$ cat src/pkg/drcr_pkg.sv
// drcr_pkg: register map, masks, serial framing and refresh codes of the host.
// assumes one device-side serial control bus and a row request output per device.
package drcr_pkg;

  localparam int CLK_PERIOD_NS = 10;

  // register addresses on the serial control bus
  localparam logic [7:0] REG_SERIAL_ID      = 8'h01;
  localparam logic [7:0] REG_POWER_MGMT     = 8'h03;
  localparam logic [7:0] REG_SERIAL_LOAD    = 8'h04;
  localparam logic [7:0] REG_SCAN_HIGH      = 8'h06;
  localparam logic [7:0] REG_REFRESH_BANK   = 8'h08;
  localparam logic [7:0] REG_REFRESH_TOP    = 8'h09;
  localparam logic [7:0] REG_REFRESH_MIDDLE = 8'h0a;
  localparam logic [7:0] REG_REFRESH_BOTTOM = 8'h0b;
  localparam logic [7:0] REG_IO_SETUP       = 8'h0f;
  localparam logic [7:0] REG_DRIVE_CAL_EVEN = 8'h10;
  localparam logic [7:0] REG_DRIVE_CAL_ODD  = 8'h11;
  localparam logic [7:0] REG_ORIGIN_INFO    = 8'h16;
  localparam logic [7:0] REG_GEOMETRY       = 8'h17;
  localparam logic [7:0] REG_LATENCY_DELAY  = 8'h1f;

  // reserved address ranges
  localparam logic [7:0] RSV_A_LO = 8'h12;
  localparam logic [7:0] RSV_A_HI = 8'h15;
  localparam logic [7:0] RSV_B_LO = 8'h19;
  localparam logic [7:0] RSV_B_HI = 8'h1d;
  localparam logic [7:0] RSV_C_LO = 8'h80;
  localparam logic [7:0] RSV_C_HI = 8'h8f;

  // defined-bit masks; reserved bits outside them are written and read as zero
  localparam logic [7:0] MASK_ALL          = 8'hff;
  localparam logic [7:0] MASK_NONE         = 8'h00;
  localparam logic [7:0] MASK_PM_WRITE     = 8'h01;
  localparam logic [7:0] MASK_PM_READ      = 8'hc0;
  localparam logic [7:0] MASK_SCAN_HIGH    = 8'h0f;
  localparam logic [7:0] MASK_REFRESH_BANK = 8'hc7;
  localparam logic [7:0] MASK_NIBBLE_LOW   = 8'h0f;
  localparam logic [7:0] MASK_IO_SETUP     = 8'h03;
  localparam logic [7:0] MASK_DRIVE_CAL    = 8'h3f;

  // field positions and legal codes
  localparam int         PM_EXIT_BIT       = 0;
  localparam int         PM_STATE_LSB      = 6;
  localparam logic [1:0] PWR_STATE_DOWN    = 2'h0;
  localparam logic [1:0] PWR_STATE_ACTIVE  = 2'h1;
  localparam int         MBR_LSB           = 6;
  localparam logic [1:0] MBR_SINGLE_BANK   = 2'h0;
  localparam logic [1:0] ODF_NOMINAL       = 2'h0;
  localparam logic [3:0] READ_LAT_SIX      = 4'h6;
  localparam logic [3:0] READ_LAT_SEVEN    = 4'h7;
  localparam logic [3:0] READ_LAT_EIGHT    = 4'h8;
  localparam logic [3:0] WRITE_DELAY_THREE = 4'h3;
  localparam logic [3:0] WRITE_DELAY_FOUR  = 4'h4;

  // serial frame: start, command, 00+id, index, gap, data, end
  localparam int         FRAME_BITS     = 32;
  localparam int         DATA_FIRST_BIT = 23;
  localparam int         DATA_LAST_BIT  = 30;
  localparam logic [3:0] FRAME_START    = 4'hc;
  localparam logic [1:0] SCMD_DEV_WRITE = 2'h0;
  localparam logic [1:0] SCMD_BC_WRITE  = 2'h1;
  localparam logic [1:0] SCMD_DEV_READ  = 2'h2;
  localparam int         SCK_HALF_CYCLES = 6;

  typedef enum logic [1:0] {
    RQ_REFRESH_ACTIVATE  = 2'b00,
    RQ_REFRESH_ACT_INCR  = 2'b01,
    RQ_REFRESH_PRECHARGE = 2'b10
  } drcr_rq_cmd_type;

  typedef enum logic [1:0] {
    UOP_IDLE = 2'b00,
    UOP_WAIT = 2'b01
  } drcr_uop_state_type;

  typedef enum logic [2:0] {
    REF_IDLE = 3'b000,
    REF_ACT  = 3'b001,
    REF_RAS  = 3'b010,
    REF_PRE  = 3'b011,
    REF_RP   = 3'b100
  } drcr_ref_state_type;

  typedef enum logic [0:0] {
    SER_IDLE  = 1'b0,
    SER_SHIFT = 1'b1
  } drcr_ser_state_type;

  function automatic logic [7:0] drcr_write_mask(input logic [7:0] addr);
    if (addr == REG_POWER_MGMT) return MASK_PM_WRITE;
    else if (addr == REG_SCAN_HIGH) return MASK_SCAN_HIGH;
    else if (addr == REG_REFRESH_BANK) return MASK_REFRESH_BANK;
    else if (addr == REG_REFRESH_TOP) return MASK_NONE;
    else if (addr == REG_REFRESH_MIDDLE) return MASK_NIBBLE_LOW;
    else if (addr == REG_IO_SETUP) return MASK_IO_SETUP;
    else if (addr == REG_DRIVE_CAL_EVEN || addr == REG_DRIVE_CAL_ODD) return MASK_DRIVE_CAL;
    else return MASK_ALL;
  endfunction : drcr_write_mask

  function automatic logic [7:0] drcr_read_mask(input logic [7:0] addr);
    if (addr == REG_POWER_MGMT) return MASK_PM_READ;
    else if (addr == REG_SERIAL_LOAD) return MASK_NONE;
    else return drcr_write_mask(addr);
  endfunction : drcr_read_mask

endpackage : drcr_pkg

$ cat src/rtl/drcr_host.sv
// drcr_host: controller for the DRAM control registers and single-bank refresh.
// assumes a user-side register port on this clock and one device on the serial bus;
// the row request pins are abstracted to a command code and bank per pulse.
`timescale 1ns/1ps
// Overview of operation
// - power exit written one only, never zero
// - only single-bank refresh code accepted
// - only nominal overdrive code accepted
// - read latency limited to six-eight
// - write delay limited to three-four
// - reserved register indexes refused
// - refresh activate only to closed bank
// - precharge no sooner than row active time
// - precharge time before reusing the bank
// - every row refreshed each refresh period
// - reserved bits written zero, masked on read
// - registers selected by serial index
module drcr_host
  import drcr_pkg::*;
#(
  parameter int ROW_ACTIVE_TIME_NS = 40,
  parameter int PRECHARGE_TIME_NS  = 20,
  parameter int REFRESH_PERIOD_NS  = 32_000_000,
  parameter int ROW_BITS           = 12,
  parameter int BANK_BITS          = 3
) (
  input  wire logic                 i_clk_sys,
  input  wire logic                 i_reset,
  input  wire logic [5:0]           i_sid,
  input  wire logic                 i_req_valid,
  input  wire logic                 i_req_write,
  input  wire logic                 i_req_broadcast,
  input  wire logic [7:0]           i_req_index,
  input  wire logic [7:0]           i_req_wdata,
  output logic                      o_req_ready,
  output logic                      o_rsp_valid,
  output logic                      o_rsp_error,
  output logic [7:0]                o_rsp_rdata,
  output logic [1:0]                o_power_state,
  output logic                      o_device_active,
  input  wire logic                 i_refresh_enable,
  output logic                      o_rq_valid,
  output logic [1:0]                o_rq_cmd,
  output logic [BANK_BITS-1:0]      o_rq_bank,
  output logic [ROW_BITS-1:0]       o_refresh_row,
  output logic                      o_sck,
  output logic                      o_cmd,
  input  wire logic                 i_sdo
);

  // least times round up, the per-row interval is a longest time and rounds down
  localparam int RAS_RAW  = (ROW_ACTIVE_TIME_NS + CLK_PERIOD_NS - 1) / CLK_PERIOD_NS;
  localparam int RP_RAW   = (PRECHARGE_TIME_NS + CLK_PERIOD_NS - 1) / CLK_PERIOD_NS;
  localparam int RAS_CYCLES = (RAS_RAW < 1) ? 1 : RAS_RAW;
  localparam int RP_CYCLES  = (RP_RAW < 1) ? 1 : RP_RAW;
  localparam int ROW_COUNT  = 1 << ROW_BITS;
  localparam int IVL_RAW    = REFRESH_PERIOD_NS / (CLK_PERIOD_NS * ROW_COUNT);
  localparam int INTERVAL_CYCLES = (IVL_RAW < 1) ? 1 : IVL_RAW;
  localparam logic [BANK_BITS-1:0] LAST_BANK = {BANK_BITS{1'b1}};

  // user register path
  drcr_uop_state_type uop_state;
  logic [7:0] op_index;
  logic [7:0] op_wdata;
  logic       op_write;
  logic       op_broadcast;
  logic       ser_start;
  logic       ser_busy;
  logic       ser_done;
  logic [7:0] ser_rdata;

  wire logic accept = i_req_valid && o_req_ready;

  // index classification
  wire logic in_rsv_a = (i_req_index >= RSV_A_LO) && (i_req_index <= RSV_A_HI);
  wire logic in_rsv_b = (i_req_index >= RSV_B_LO) && (i_req_index <= RSV_B_HI);
  wire logic in_rsv_c = (i_req_index >= RSV_C_LO) && (i_req_index <= RSV_C_HI);
  wire logic index_reserved = in_rsv_a || in_rsv_b || in_rsv_c;
  wire logic index_read_only = (i_req_index == REG_SERIAL_ID)
                            || (i_req_index == REG_ORIGIN_INFO)
                            || (i_req_index == REG_GEOMETRY);

  // value checks on writes that carry reserved codes
  wire logic [1:0] mbr_code = i_req_wdata[MBR_LSB +: 2];
  wire logic [1:0] odf_code = i_req_wdata[1:0];
  wire logic [3:0] lat_code = i_req_wdata[3:0];
  wire logic [3:0] wdl_code = i_req_wdata[7:4];
  wire logic pm_bad   = (i_req_index == REG_POWER_MGMT)
                     && !i_req_wdata[PM_EXIT_BIT];
  wire logic mbr_bad  = (i_req_index == REG_REFRESH_BANK)
                     && (mbr_code != MBR_SINGLE_BANK);
  wire logic odf_bad  = (i_req_index == REG_IO_SETUP) && (odf_code != ODF_NOMINAL);
  wire logic lat_ok   = (lat_code == READ_LAT_SIX) || (lat_code == READ_LAT_SEVEN)
                     || (lat_code == READ_LAT_EIGHT);
  wire logic wdl_ok   = (wdl_code == WRITE_DELAY_THREE) || (wdl_code == WRITE_DELAY_FOUR);
  wire logic lat_bad  = (i_req_index == REG_LATENCY_DELAY) && !lat_ok;
  wire logic wdl_bad  = (i_req_index == REG_LATENCY_DELAY) && !wdl_ok;
  wire logic value_bad = pm_bad || mbr_bad || odf_bad || lat_bad || wdl_bad;
  wire logic refuse = index_reserved || (i_req_write && (index_read_only || value_bad));

  // reserved bits go out as zero, defined fields untouched
  wire logic [7:0] clean_wdata = i_req_wdata & drcr_write_mask(i_req_index);
  wire logic [7:0] read_mask   = drcr_read_mask(op_index);
  // write-only and reserved bits are dropped; geometry and origin pass whole
  wire logic [7:0] clean_rdata = ser_rdata & read_mask;
  wire logic [1:0] scmd_sel = !op_write ? SCMD_DEV_READ
                            : (op_broadcast ? SCMD_BC_WRITE : SCMD_DEV_WRITE);
  wire logic pm_read_done = ser_done && !op_write && (op_index == REG_POWER_MGMT);
  wire logic [1:0] pm_state_field = ser_rdata[PM_STATE_LSB +: 2];

  drcr_uop_state_type next_uop_state;
  assign next_uop_state = (uop_state == UOP_IDLE) ? ((accept && !refuse) ? UOP_WAIT : UOP_IDLE)
                        : (ser_done ? UOP_IDLE : UOP_WAIT);

  always_ff @(posedge i_clk_sys) begin
    if (i_reset) begin
      uop_state    <= UOP_IDLE;
      o_req_ready  <= 1'b0;
      op_index     <= 8'h00;
      op_wdata     <= 8'h00;
      op_write     <= 1'b0;
      op_broadcast <= 1'b0;
      ser_start    <= 1'b0;
    end else begin
      uop_state   <= next_uop_state;
      o_req_ready <= (next_uop_state == UOP_IDLE);
      ser_start   <= accept && !refuse;
      if (accept) begin
        op_index     <= i_req_index;
        op_wdata     <= clean_wdata;
        op_write     <= i_req_write;
        op_broadcast <= i_req_broadcast && i_req_write;
      end
    end
  end

  always_ff @(posedge i_clk_sys) begin
    if (i_reset) begin
      o_rsp_valid <= 1'b0;
      o_rsp_error <= 1'b0;
      o_rsp_rdata <= 8'h00;
    end else begin
      o_rsp_valid <= (accept && refuse) || ser_done;
      o_rsp_error <= accept && refuse;
      if (accept && refuse) begin
        o_rsp_rdata <= 8'h00;
      end else if (ser_done) begin
        o_rsp_rdata <= op_write ? 8'h00 : clean_rdata;
      end
    end
  end

  // power state is known only after a read of it
  always_ff @(posedge i_clk_sys) begin
    if (i_reset) begin
      o_power_state   <= PWR_STATE_ACTIVE;
      o_device_active <= 1'b1;
    end else if (pm_read_done) begin
      o_power_state   <= pm_state_field;
      o_device_active <= (pm_state_field == PWR_STATE_ACTIVE);
    end
  end

  drcr_serial #(
    .HALF_CYCLES (SCK_HALF_CYCLES)
  ) u_serial (
    .i_clk_sys (i_clk_sys),
    .i_reset   (i_reset),
    .i_start   (ser_start),
    .i_scmd    (scmd_sel),
    .i_sid     (i_sid),
    .i_index   (op_index),
    .i_wdata   (op_wdata),
    .i_sdo     (i_sdo),
    .o_busy    (ser_busy),
    .o_done    (ser_done),
    .o_rdata   (ser_rdata),
    .o_sck     (o_sck),
    .o_cmd     (o_cmd)
  );

  // refresh sequencer: one row pass walks all banks once per interval
  drcr_ref_state_type ref_state;
  logic [31:0]          ivl_cnt;
  logic [15:0]          wait_cnt;
  logic                 pending;
  logic [BANK_BITS-1:0] bank;

  wire logic ivl_tick  = (ivl_cnt == 32'h0000_0000);
  wire logic take_pass = (ref_state == REF_IDLE) && pending && i_refresh_enable;
  wire logic wait_done = (wait_cnt == 16'h0000);
  wire logic last_bank = (bank == LAST_BANK);
  // set wins: a tick during the take stays pending
  wire logic next_pending = ivl_tick || (pending && !take_pass);
  // only the last bank advances the row, so every bank sees every row
  wire drcr_rq_cmd_type act_cmd = last_bank ? RQ_REFRESH_ACT_INCR
                                            : RQ_REFRESH_ACTIVATE;

  always_ff @(posedge i_clk_sys) begin
    if (i_reset) begin
      ivl_cnt <= 32'(INTERVAL_CYCLES - 1);
      pending <= 1'b0;
    end else begin
      ivl_cnt <= ivl_tick ? 32'(INTERVAL_CYCLES - 1) : ivl_cnt - 32'h0000_0001;
      pending <= next_pending;
    end
  end

  always_ff @(posedge i_clk_sys) begin
    if (i_reset) begin
      ref_state     <= REF_IDLE;
      wait_cnt      <= 16'h0000;
      bank          <= '0;
      o_refresh_row <= '0;
      o_rq_valid    <= 1'b0;
      o_rq_cmd      <= RQ_REFRESH_ACTIVATE;
      o_rq_bank     <= '0;
    end else begin
      o_rq_valid <= 1'b0;
      case (ref_state)
        REF_IDLE: begin
          if (take_pass) begin
            ref_state <= REF_ACT;
          end
        end
        REF_ACT: begin
          // bank is closed here: its previous precharge time has elapsed
          o_rq_valid <= 1'b1;
          o_rq_cmd   <= act_cmd;
          o_rq_bank  <= bank;
          wait_cnt   <= 16'(RAS_CYCLES - 1);
          ref_state  <= REF_RAS;
        end
        REF_RAS: begin
          if (wait_done) begin
            ref_state <= REF_PRE;
          end else begin
            wait_cnt <= wait_cnt - 16'h0001;
          end
        end
        REF_PRE: begin
          o_rq_valid <= 1'b1;
          o_rq_cmd   <= RQ_REFRESH_PRECHARGE;
          o_rq_bank  <= bank;
          wait_cnt   <= 16'(RP_CYCLES - 1);
          ref_state  <= REF_RP;
        end
        REF_RP: begin
          if (!wait_done) begin
            wait_cnt <= wait_cnt - 16'h0001;
          end else if (last_bank) begin
            bank          <= '0;
            o_refresh_row <= o_refresh_row + 1'b1;
            ref_state     <= REF_IDLE;
          end else begin
            bank      <= bank + 1'b1;
            ref_state <= REF_ACT;
          end
        end
        default: ref_state <= REF_IDLE;
      endcase
    end
  end

  // serial load enable goes out in plain writes; the device steers the data

endmodule : drcr_host

$ cat src/rtl/drcr_serial.sv
// drcr_serial: one 32-bit serial control frame, clock made here by a divider.
// assumes the device samples the command pin on the rising serial clock edge.
`timescale 1ns/1ps
module drcr_serial
  import drcr_pkg::*;
#(
  parameter int HALF_CYCLES = SCK_HALF_CYCLES
) (
  input  wire logic       i_clk_sys,
  input  wire logic       i_reset,
  input  wire logic       i_start,
  input  wire logic [1:0] i_scmd,
  input  wire logic [5:0] i_sid,
  input  wire logic [7:0] i_index,
  input  wire logic [7:0] i_wdata,
  input  wire logic       i_sdo,
  output logic            o_busy,
  output logic            o_done,
  output logic [7:0]      o_rdata,
  output logic            o_sck,
  output logic            o_cmd
);

  drcr_ser_state_type state;
  logic [FRAME_BITS-1:0] frame;
  logic [4:0]            bit_idx;
  logic [7:0]            half_cnt;
  logic                  sdo_meta;
  logic                  sdo_sync;

  wire logic            is_read   = i_scmd[1];
  wire logic [7:0]      data_slot = is_read ? 8'h00 : i_wdata;
  wire logic [FRAME_BITS-1:0] new_frame =
    {FRAME_START, i_scmd, 2'b00, i_sid, i_index, 1'b0, data_slot, 1'b0};
  wire logic half_end  = (half_cnt == 8'(HALF_CYCLES - 1));
  wire logic fall_now  = (state == SER_SHIFT) && half_end && o_sck;
  wire logic in_data   = (bit_idx >= 5'(DATA_FIRST_BIT)) && (bit_idx <= 5'(DATA_LAST_BIT));
  wire logic last_bit  = (bit_idx == 5'(FRAME_BITS - 1));

  // the returning data pin is asynchronous to this clock
  always_ff @(posedge i_clk_sys) begin
    sdo_meta <= i_sdo;
    sdo_sync <= sdo_meta;
  end

  always_ff @(posedge i_clk_sys) begin
    if (i_reset) begin
      state    <= SER_IDLE;
      frame    <= 32'h0000_0000;
      bit_idx  <= 5'h00;
      half_cnt <= 8'h00;
      o_busy   <= 1'b0;
      o_done   <= 1'b0;
      o_rdata  <= 8'h00;
      o_sck    <= 1'b0;
      o_cmd    <= 1'b0;
    end else begin
      o_done <= 1'b0;
      case (state)
        SER_IDLE: begin
          o_sck <= 1'b0;
          if (i_start) begin
            state    <= SER_SHIFT;
            frame    <= new_frame << 1;
            o_cmd    <= new_frame[FRAME_BITS-1];
            bit_idx  <= 5'h00;
            half_cnt <= 8'h00;
            o_busy   <= 1'b1;
          end
        end
        SER_SHIFT: begin
          half_cnt <= half_end ? 8'h00 : half_cnt + 8'h01;
          if (half_end) begin
            o_sck <= ~o_sck;
          end
          // sampled late in the high phase so the two-flop delay has settled
          if (fall_now) begin
            if (in_data) begin
              o_rdata <= {o_rdata[6:0], sdo_sync};
            end
            if (last_bit) begin
              state  <= SER_IDLE;
              o_busy <= 1'b0;
              o_done <= 1'b1;
              o_cmd  <= 1'b0;
            end else begin
              bit_idx <= bit_idx + 5'h01;
              o_cmd   <= frame[FRAME_BITS-1];
              frame   <= frame << 1;
            end
          end
        end
        default: state <= SER_IDLE;
      endcase
    end
  end

endmodule : drcr_serial

$ cat config.mk
export PLATFORM = sky130hd
export DESIGN_NAME = drcr_host
export DESIGN_NICKNAME = d
export VERILOG_FILES = /design/src/pkg/drcr_pkg.sv /design/src/rtl/drcr_host.sv /design/src/rtl/drcr_serial.sv
export SDC_FILE = /design/constraint.sdc
export NUM_CORES = 1
export LEC_CHECK = 0
export ABC_AREA = 1
export BUFFER_PORTS_ARGS = -buffer_cell sky130_fd_sc_hd__buf_2
export CORE_ASPECT_RATIO = 1.4
export CORE_MARGIN = 10
export CORE_UTILIZATION = 50
export CTS_CLUSTER_SIZE = 14
export DETAILED_ROUTE_END_ITERATION = 16
export PLACE_DENSITY_LB_ADDON = 0.08
export SLEW_MARGIN = 20
export SYNTH_ARGS = -nofsm -noshare
export SYNTH_HDL_FRONTEND = slang
export SYNTH_SLANG_ARGS = --single-unit
$ cat constraint.sdc
create_clock -name i_clk_sys -period 3 [get_ports i_clk_sys]
set_input_delay 0.6 -clock i_clk_sys [delete_from_list [all_inputs] [get_ports i_clk_sys]]
set_output_delay 0.6 -clock i_clk_sys [all_outputs]
set_load 0.01 [all_outputs]
## Yosys cells after proc, flatten, opt, wreduce, memory -nomap -nowiden

Index checks and enable logic that the tools add are counted.
W data, S select, Z words.

- Input port bits: 29
- Register bits after elaboration: 167
- Word-level logic and storage cells: 212

- Reductions and logical operators: 65
- $lt $le $gt $ge: 8
- Eq/ne operators: 42
- Add/subtract/negate cells: 6
- Bitwise operators: 5
- Muxes and demuxes: 55

Operators with widths:

| kind | number |
|---|---|
| $mux W8 | 19 |
| $mux W32 | 3 |
| $eq A8 B4 Y1 const B | 8 |
| $pmux W32 S2 | 1 |
| $eq A8 B5 Y1 const B | 7 |
| $pmux W16 S3 | 1 |
| $eq A8 B3 Y1 const B | 4 |
| $logic_not A32 Y1 | 1 |
| $sub A32 B1 Y32 const B | 1 |
| $logic_and A1 B1 Y1 | 21 |
| $logic_or A1 B1 Y1 | 17 |
| $and A8 B8 Y8 | 2 |
| $eq A8 B2 Y1 const B | 2 |
| $ge A8 B5 Y1 const B | 2 |
| $le A8 B5 Y1 const B | 2 |
| $logic_not A16 Y1 | 1 |
| $mux W16 | 1 |
| $ne A2 B2 Y1 const B | 8 |
| $pmux W8 S2 | 1 |
| $sub A16 B1 Y16 const B | 1 |
| $mux W1 | 15 |
| $mux W5 | 3 |
| $pmux W3 S5 | 1 |
| $add A12 B1 Y12 const B | 1 |
| other kinds (31) | 58 |

## Longest topological paths before layout

- Word-level depth: 15
- Gate-level depth with buffers: 14
- Gate-level depth less buffers: 14

## Hierarchy

A second synthesis with hierarchy kept.

- Cells, all modules: 1218
- Area, all modules: 8419.3 µm²

By module, submodules not included:

| module | area each (µm²) | cells an instance | times used | sequential area each (µm²) |
|---|---|---|---|---|
| drcr_host | 5514.0 | 801 | 1 | 2142.1 |
| drcr_serial | 2905.3 | 417 | 1 | 1161.1 |

## Least setup slack after synthesis

No wires, ideal clock.

- Path type: input port to flip-flop
- From: in i_req_index[2]
- To: reg o_rsp_rdata[4]
- Path buffers: 0
- Path slack: 1209 ps
- Data required time: 2879 ps
- Stages on the path: 11
- Arrival: 1670 ps
- Cells stage by stage: nor2_1 nand2_1 or2_2 nand3_1 nand2_1 nand2_1 nand2_1 nand2_1 nand2_1 nand2_1 nor2_1

- Word-level cells in the longest chain between the ends: 11
- Elaborated cells on any way between the ends: 34
- Those cells by class: order compare (6); eq/ne (7); reduce/logical (21)

RTL lines:

| element | RTL line | text |
|---|---|---|
| start: declaration | drcr_host.sv:33 | `input wire logic [7:0] i_req_index,` |
| parallel branches: the longest is 8 deep, another holds $ge A8 B5 Y1 | - |  |
| $logic_or A1 B1 Y1 (*) | drcr_host.sv:99 | `wire logic refuse = index_reserved \|\| (i_req_write && (index_read_only \|\| value_bad));` |
| $logic_and A1 B1 Y1 (*) | drcr_host.sv:145 | `if (accept && refuse) begin` |
| $reduce_or A2 Y1 (no line) (*) | - |  |
| end signal: assignment | drcr_host.sv:148 | `o_rsp_rdata <= op_write ? 8'h00 : clean_rdata;` |
| end: declaration | drcr_host.sv:38 | `output logic [7:0] o_rsp_rdata,` |

Mark *: on every way between the ends.
A chain may end at the register's enable or synchronous reset.

## Worst setup path after layout

- From: reg u_serial.bit_idx[0]
- To: reg u_serial.frame[4]

- Word-level cells in the longest chain between the ends: 3

RTL lines:

| element | RTL line | text |
|---|---|---|
| start: declaration | drcr_serial.sv:26 | `logic [4:0] bit_idx;` |
| start signal: assignment | drcr_serial.sv:87 | `bit_idx <= bit_idx + 5'h01;` |
| $eq A5 B5 Y1 | drcr_serial.sv:38 | `wire logic last_bit = (bit_idx == 5'(FRAME_BITS - 1));` |
| via u_serial.last_bit | drcr_serial.sv:38 |  |
| $ne A2 B2 Y1 (no line) | - |  |
| $reduce_and A3 Y1 (no line) | - |  |
| end signal: assignment | drcr_serial.sv:64 | `frame <= new_frame << 1;` |
| end signal: assignment | drcr_serial.sv:89 | `frame <= frame << 1;` |
| end: declaration | drcr_serial.sv:25 | `logic [FRAME_BITS-1:0] frame;` |

The timed path passes the listed nets, and every way through them passes these cells.

==> metrics.txt <==
status=completed; worst-path fanout max=27; multi-input logic area=slightly below 0.004 mm2; drt via density=5.206; worst endpoint required time=3.35 ns; worst hold path class=primary input to flip-flop; Setup Skew=approximately 0.0080 ns; Die Height=168.5 um; pwr/cell area=slightly below 600 mW/mm2; max_cap viols=0; CTS tree=done; grt total ovfl=0; crit path launch type=flip-flop; Die Area=0.02124 mm2; hold path depth=1; dpl hpwl=13890 um; largest area contributor in the netlist=dfxtp_1; initial drt markers=about 560; worst vdd ir=about 320 uV; Routed Antenna Nets=0; utilization after layout=57.47%; final WL=around 19000 um; clk sinks=164; Worst Setup End Kind=flip-flop; Yosys cell types=39; yosys warns=0; share of layout cells above drive strength 1=10.20%; Nets=1245; post-place setup slack=roughly 0.79 ns; TNS Setup=0 ns; Slew headroom=approximately two fifths; setup ws final=0.8395 ns; core area=between 0.015 and 0.02 mm2; cts bufs inserted=17; residual DRC count=0; Area contributors post-synth=dfxtp_1 42%, nand2_1 12%, nor2_1 8.0%; Post-Syn Nets=1188; Synth top area share=41.69%; hold endpoint=u_serial.sdo_meta$_DFF_P_; largest net degree at the start of global routing=81; Rows=54; CTS Hold Bufs=0; CTS resizes=0; Syn Area/Cell=6.866 um2; setup bufs post-CTS=0; register area share after synthesis=41.69%; total power=5.192 mW; R2R setup slack=~0.84 ns; fill count=between 1.5k and 2k; I/O Buffers=62; cell area after placement=0.008351 mm2; Reg area=around 0.0033 mm2; leakage=3.911 nW; Synth Register Bits=approximately 160; Die Wd=126.1 um; clk root buf=clkbuf_16; Hold Vio Cnt, Final=0; Tcrit/Tclk final=72.02%; fmax=462.9 MHz; reg2reg start=u_serial.bit_idx[0]$_SDFFE_PP0P_; H-tree depth=4; Area Growth Syn to Fin=13.41%; global-route wire length before repair=32520 um; R2R depth=9; DR WL/cell=13.49 um; initial antenna violation count=3; RSZ-0062 raised after global routing=no; Post-Synthesis Cells=1147; GP Congestion=0.8628; worst-margin pin slew=roughly 0.90 ns; final slew viol count=0; Tmin final=2.161 ns; Mapped Area=roughly 0.0079 mm2; cell area after layout=0.008931 mm2; Critical Path AT=2.51 ns; worst skew pair latency=0.42 ns; Tot GR Track Use=17.98%; drt first pass iters=5; clock-pin slew on the worst setup and hold paths=0.06 ns; Max clock buf depth=2; vias in the first global route=~7.1k; I/O pins=63; critical path type=flip-flop to flip-flop; Starting Density=50.68%; DR vias=7356; HP Start=i_sdo; Reg2Reg Capture Point=u_serial.frame[4]$_SDFFE_PP0P_; final setup fails=0
cell type report:
type                            instances  share of cell area, %
Sequential cell                       164                  36.76
Clock inverter                          8                  1.121
Clock buffer                           23                  5.352
Multi-Input combinational cell        820                  44.17
Timing Repair Buffer                   74                  4.483
Tap cell                              196                  2.746
Antenna cell                            1                0.02802
Inverter                              127                  5.338
worst max-delay path, cell delays in order (launching register included):
cell	delay [ns]
dfxtp_1	0.32
ha_1	0.21
nand2_1	0.08
nor2_1	0.04
ha_1	0.21
clkinv_1	0.10
nand4_4	0.29
nand2_2	0.54
nand2_1	0.12
a21oi_1	0.15
where the power goes:
group	switching, mW	total (mW)	leakage, nW	internal (mW)
registers	0.0508	2.30	1.33	2.25
clock network	0.862	2.15	0.283	1.29
logic	0.503	0.745	2.30	0.243
how the worst max path moves through the flow:
stage               slack [ns]                              to                              start
floorplan                 1.21     o_rsp_rdata[4]$_SDFFE_PP0P_                     i_req_index[2]
global placement          0.84     o_rsp_rdata[5]$_SDFFE_PP0P_                     i_req_index[2]
detailed placement        0.79     o_rsp_rdata[4]$_SDFFE_PP0P_                     i_req_index[2]
CTS                       0.84  u_serial.frame[4]$_SDFFE_PP0P_  u_serial.half_cnt[1]$_SDFFE_PP0P_
global route              0.58  u_serial.frame[4]$_SDFFE_PP0P_          u_serial.state$_SDFF_PP0_
finish                    0.84  u_serial.frame[4]$_SDFFE_PP0P_   u_serial.bit_idx[0]$_SDFFE_PP0P_
per-stage QoR:
step | hold WS (ns) | cells
2_1_floorplan | 0.3096 | 1147
3_3_place_gp | 0.3166 | 1381
3_5_place_dp | 0.3121 | 1381
4_1_cts | 0.2653 | 1412
5_1_grt | 0.2662 | 1412
6_report | 0.2771 | 1413
sequential cells by signal, indices dropped and copies added, names as in the netlist, 2 cells and up:
signal,flops
u_serial.frame,30
u_serial.o_rdata,8
o_refresh_row,12
u_serial.bit_idx,5
o_rq_cmd,2
op_index,8
wait_cnt,16
ivl_cnt,32
o_rsp_rdata,8
o_rq_bank,3
op_wdata,8
o_power_state,2
bank,3
u_serial.half_cnt,8
ref_state,3
cell usage after synthesis:
cell type    n
o21bai_1     1
and3_1       1
nand3b_1     1
nor4_4       1
xor2_1      22
buf_6        4
nand2_1    259
nor3b_1      3
inv_1      123
a21oi_1    101
or2_2        4
inv_2        2
nor3_2       3
buf_1        4
nand4_1     21
clkinv_1     2
o211ai_1     1
nand2_2      6
nor4_1       6
o21ai_0     50
dfxtp_1    164
o31ai_1      1
buf_2        4
xnor2_1      7
a211oi_1     4
a22oi_1      1
o22ai_1      3
nor2_4       2
o21a_1       7
nor3_1      35
nor2_1     168
clkbuf_1    24
nand2_4      1
nor2_2       2
nand4_4      1
nand3_1     93
a32oi_1      2
a31oi_1      1
ha_1        12
layout by cell type (no fill, tap or decap), types with 4 or more instances in the layout:
master     Yosys  final
nor4_1         6      6
nand4_1       21     21
buf_4          0     12
a211oi_1       4      4
nand3_1       93     93
xor2_1        22     22
xnor2_1        7      7
inv_1        123    123
or2_2          4      4
ha_1          12     12
o21ai_0       50     50
clkbuf_16      0     17
nor2_1       168    168
buf_2          4     62
a21oi_1      101    101
dfxtp_1      164    164
nand2_2        6      6
nor3_1        35     35
nand2_1      259    259
o21a_1         7      7
cell families (layout without fill, tap and decap cells):
group           after synthesis  in the layout  synth area share [%]
compound gates              172            172                 11.57
flops                       164            164                 41.69
xor+xnor                     29             29                 3.225
fa+ha+maj                    12             12                 1.907
simple gates                607            607                 33.40
other cells                   0              1                     0
buf+inv                     163            232                 8.214
routing by layer:
layer  track usage (%)  part of all wire [%]  vias to the layer above
li1                  -                     -                     3837
met1             19.74                    43                     3381
met2             32.68                    51                      106
met3             4.251                   3.5                       28
met4             6.551                   1.9                        4
met5                 0                  0.14                        -
(Power assumes the default switching activity.)
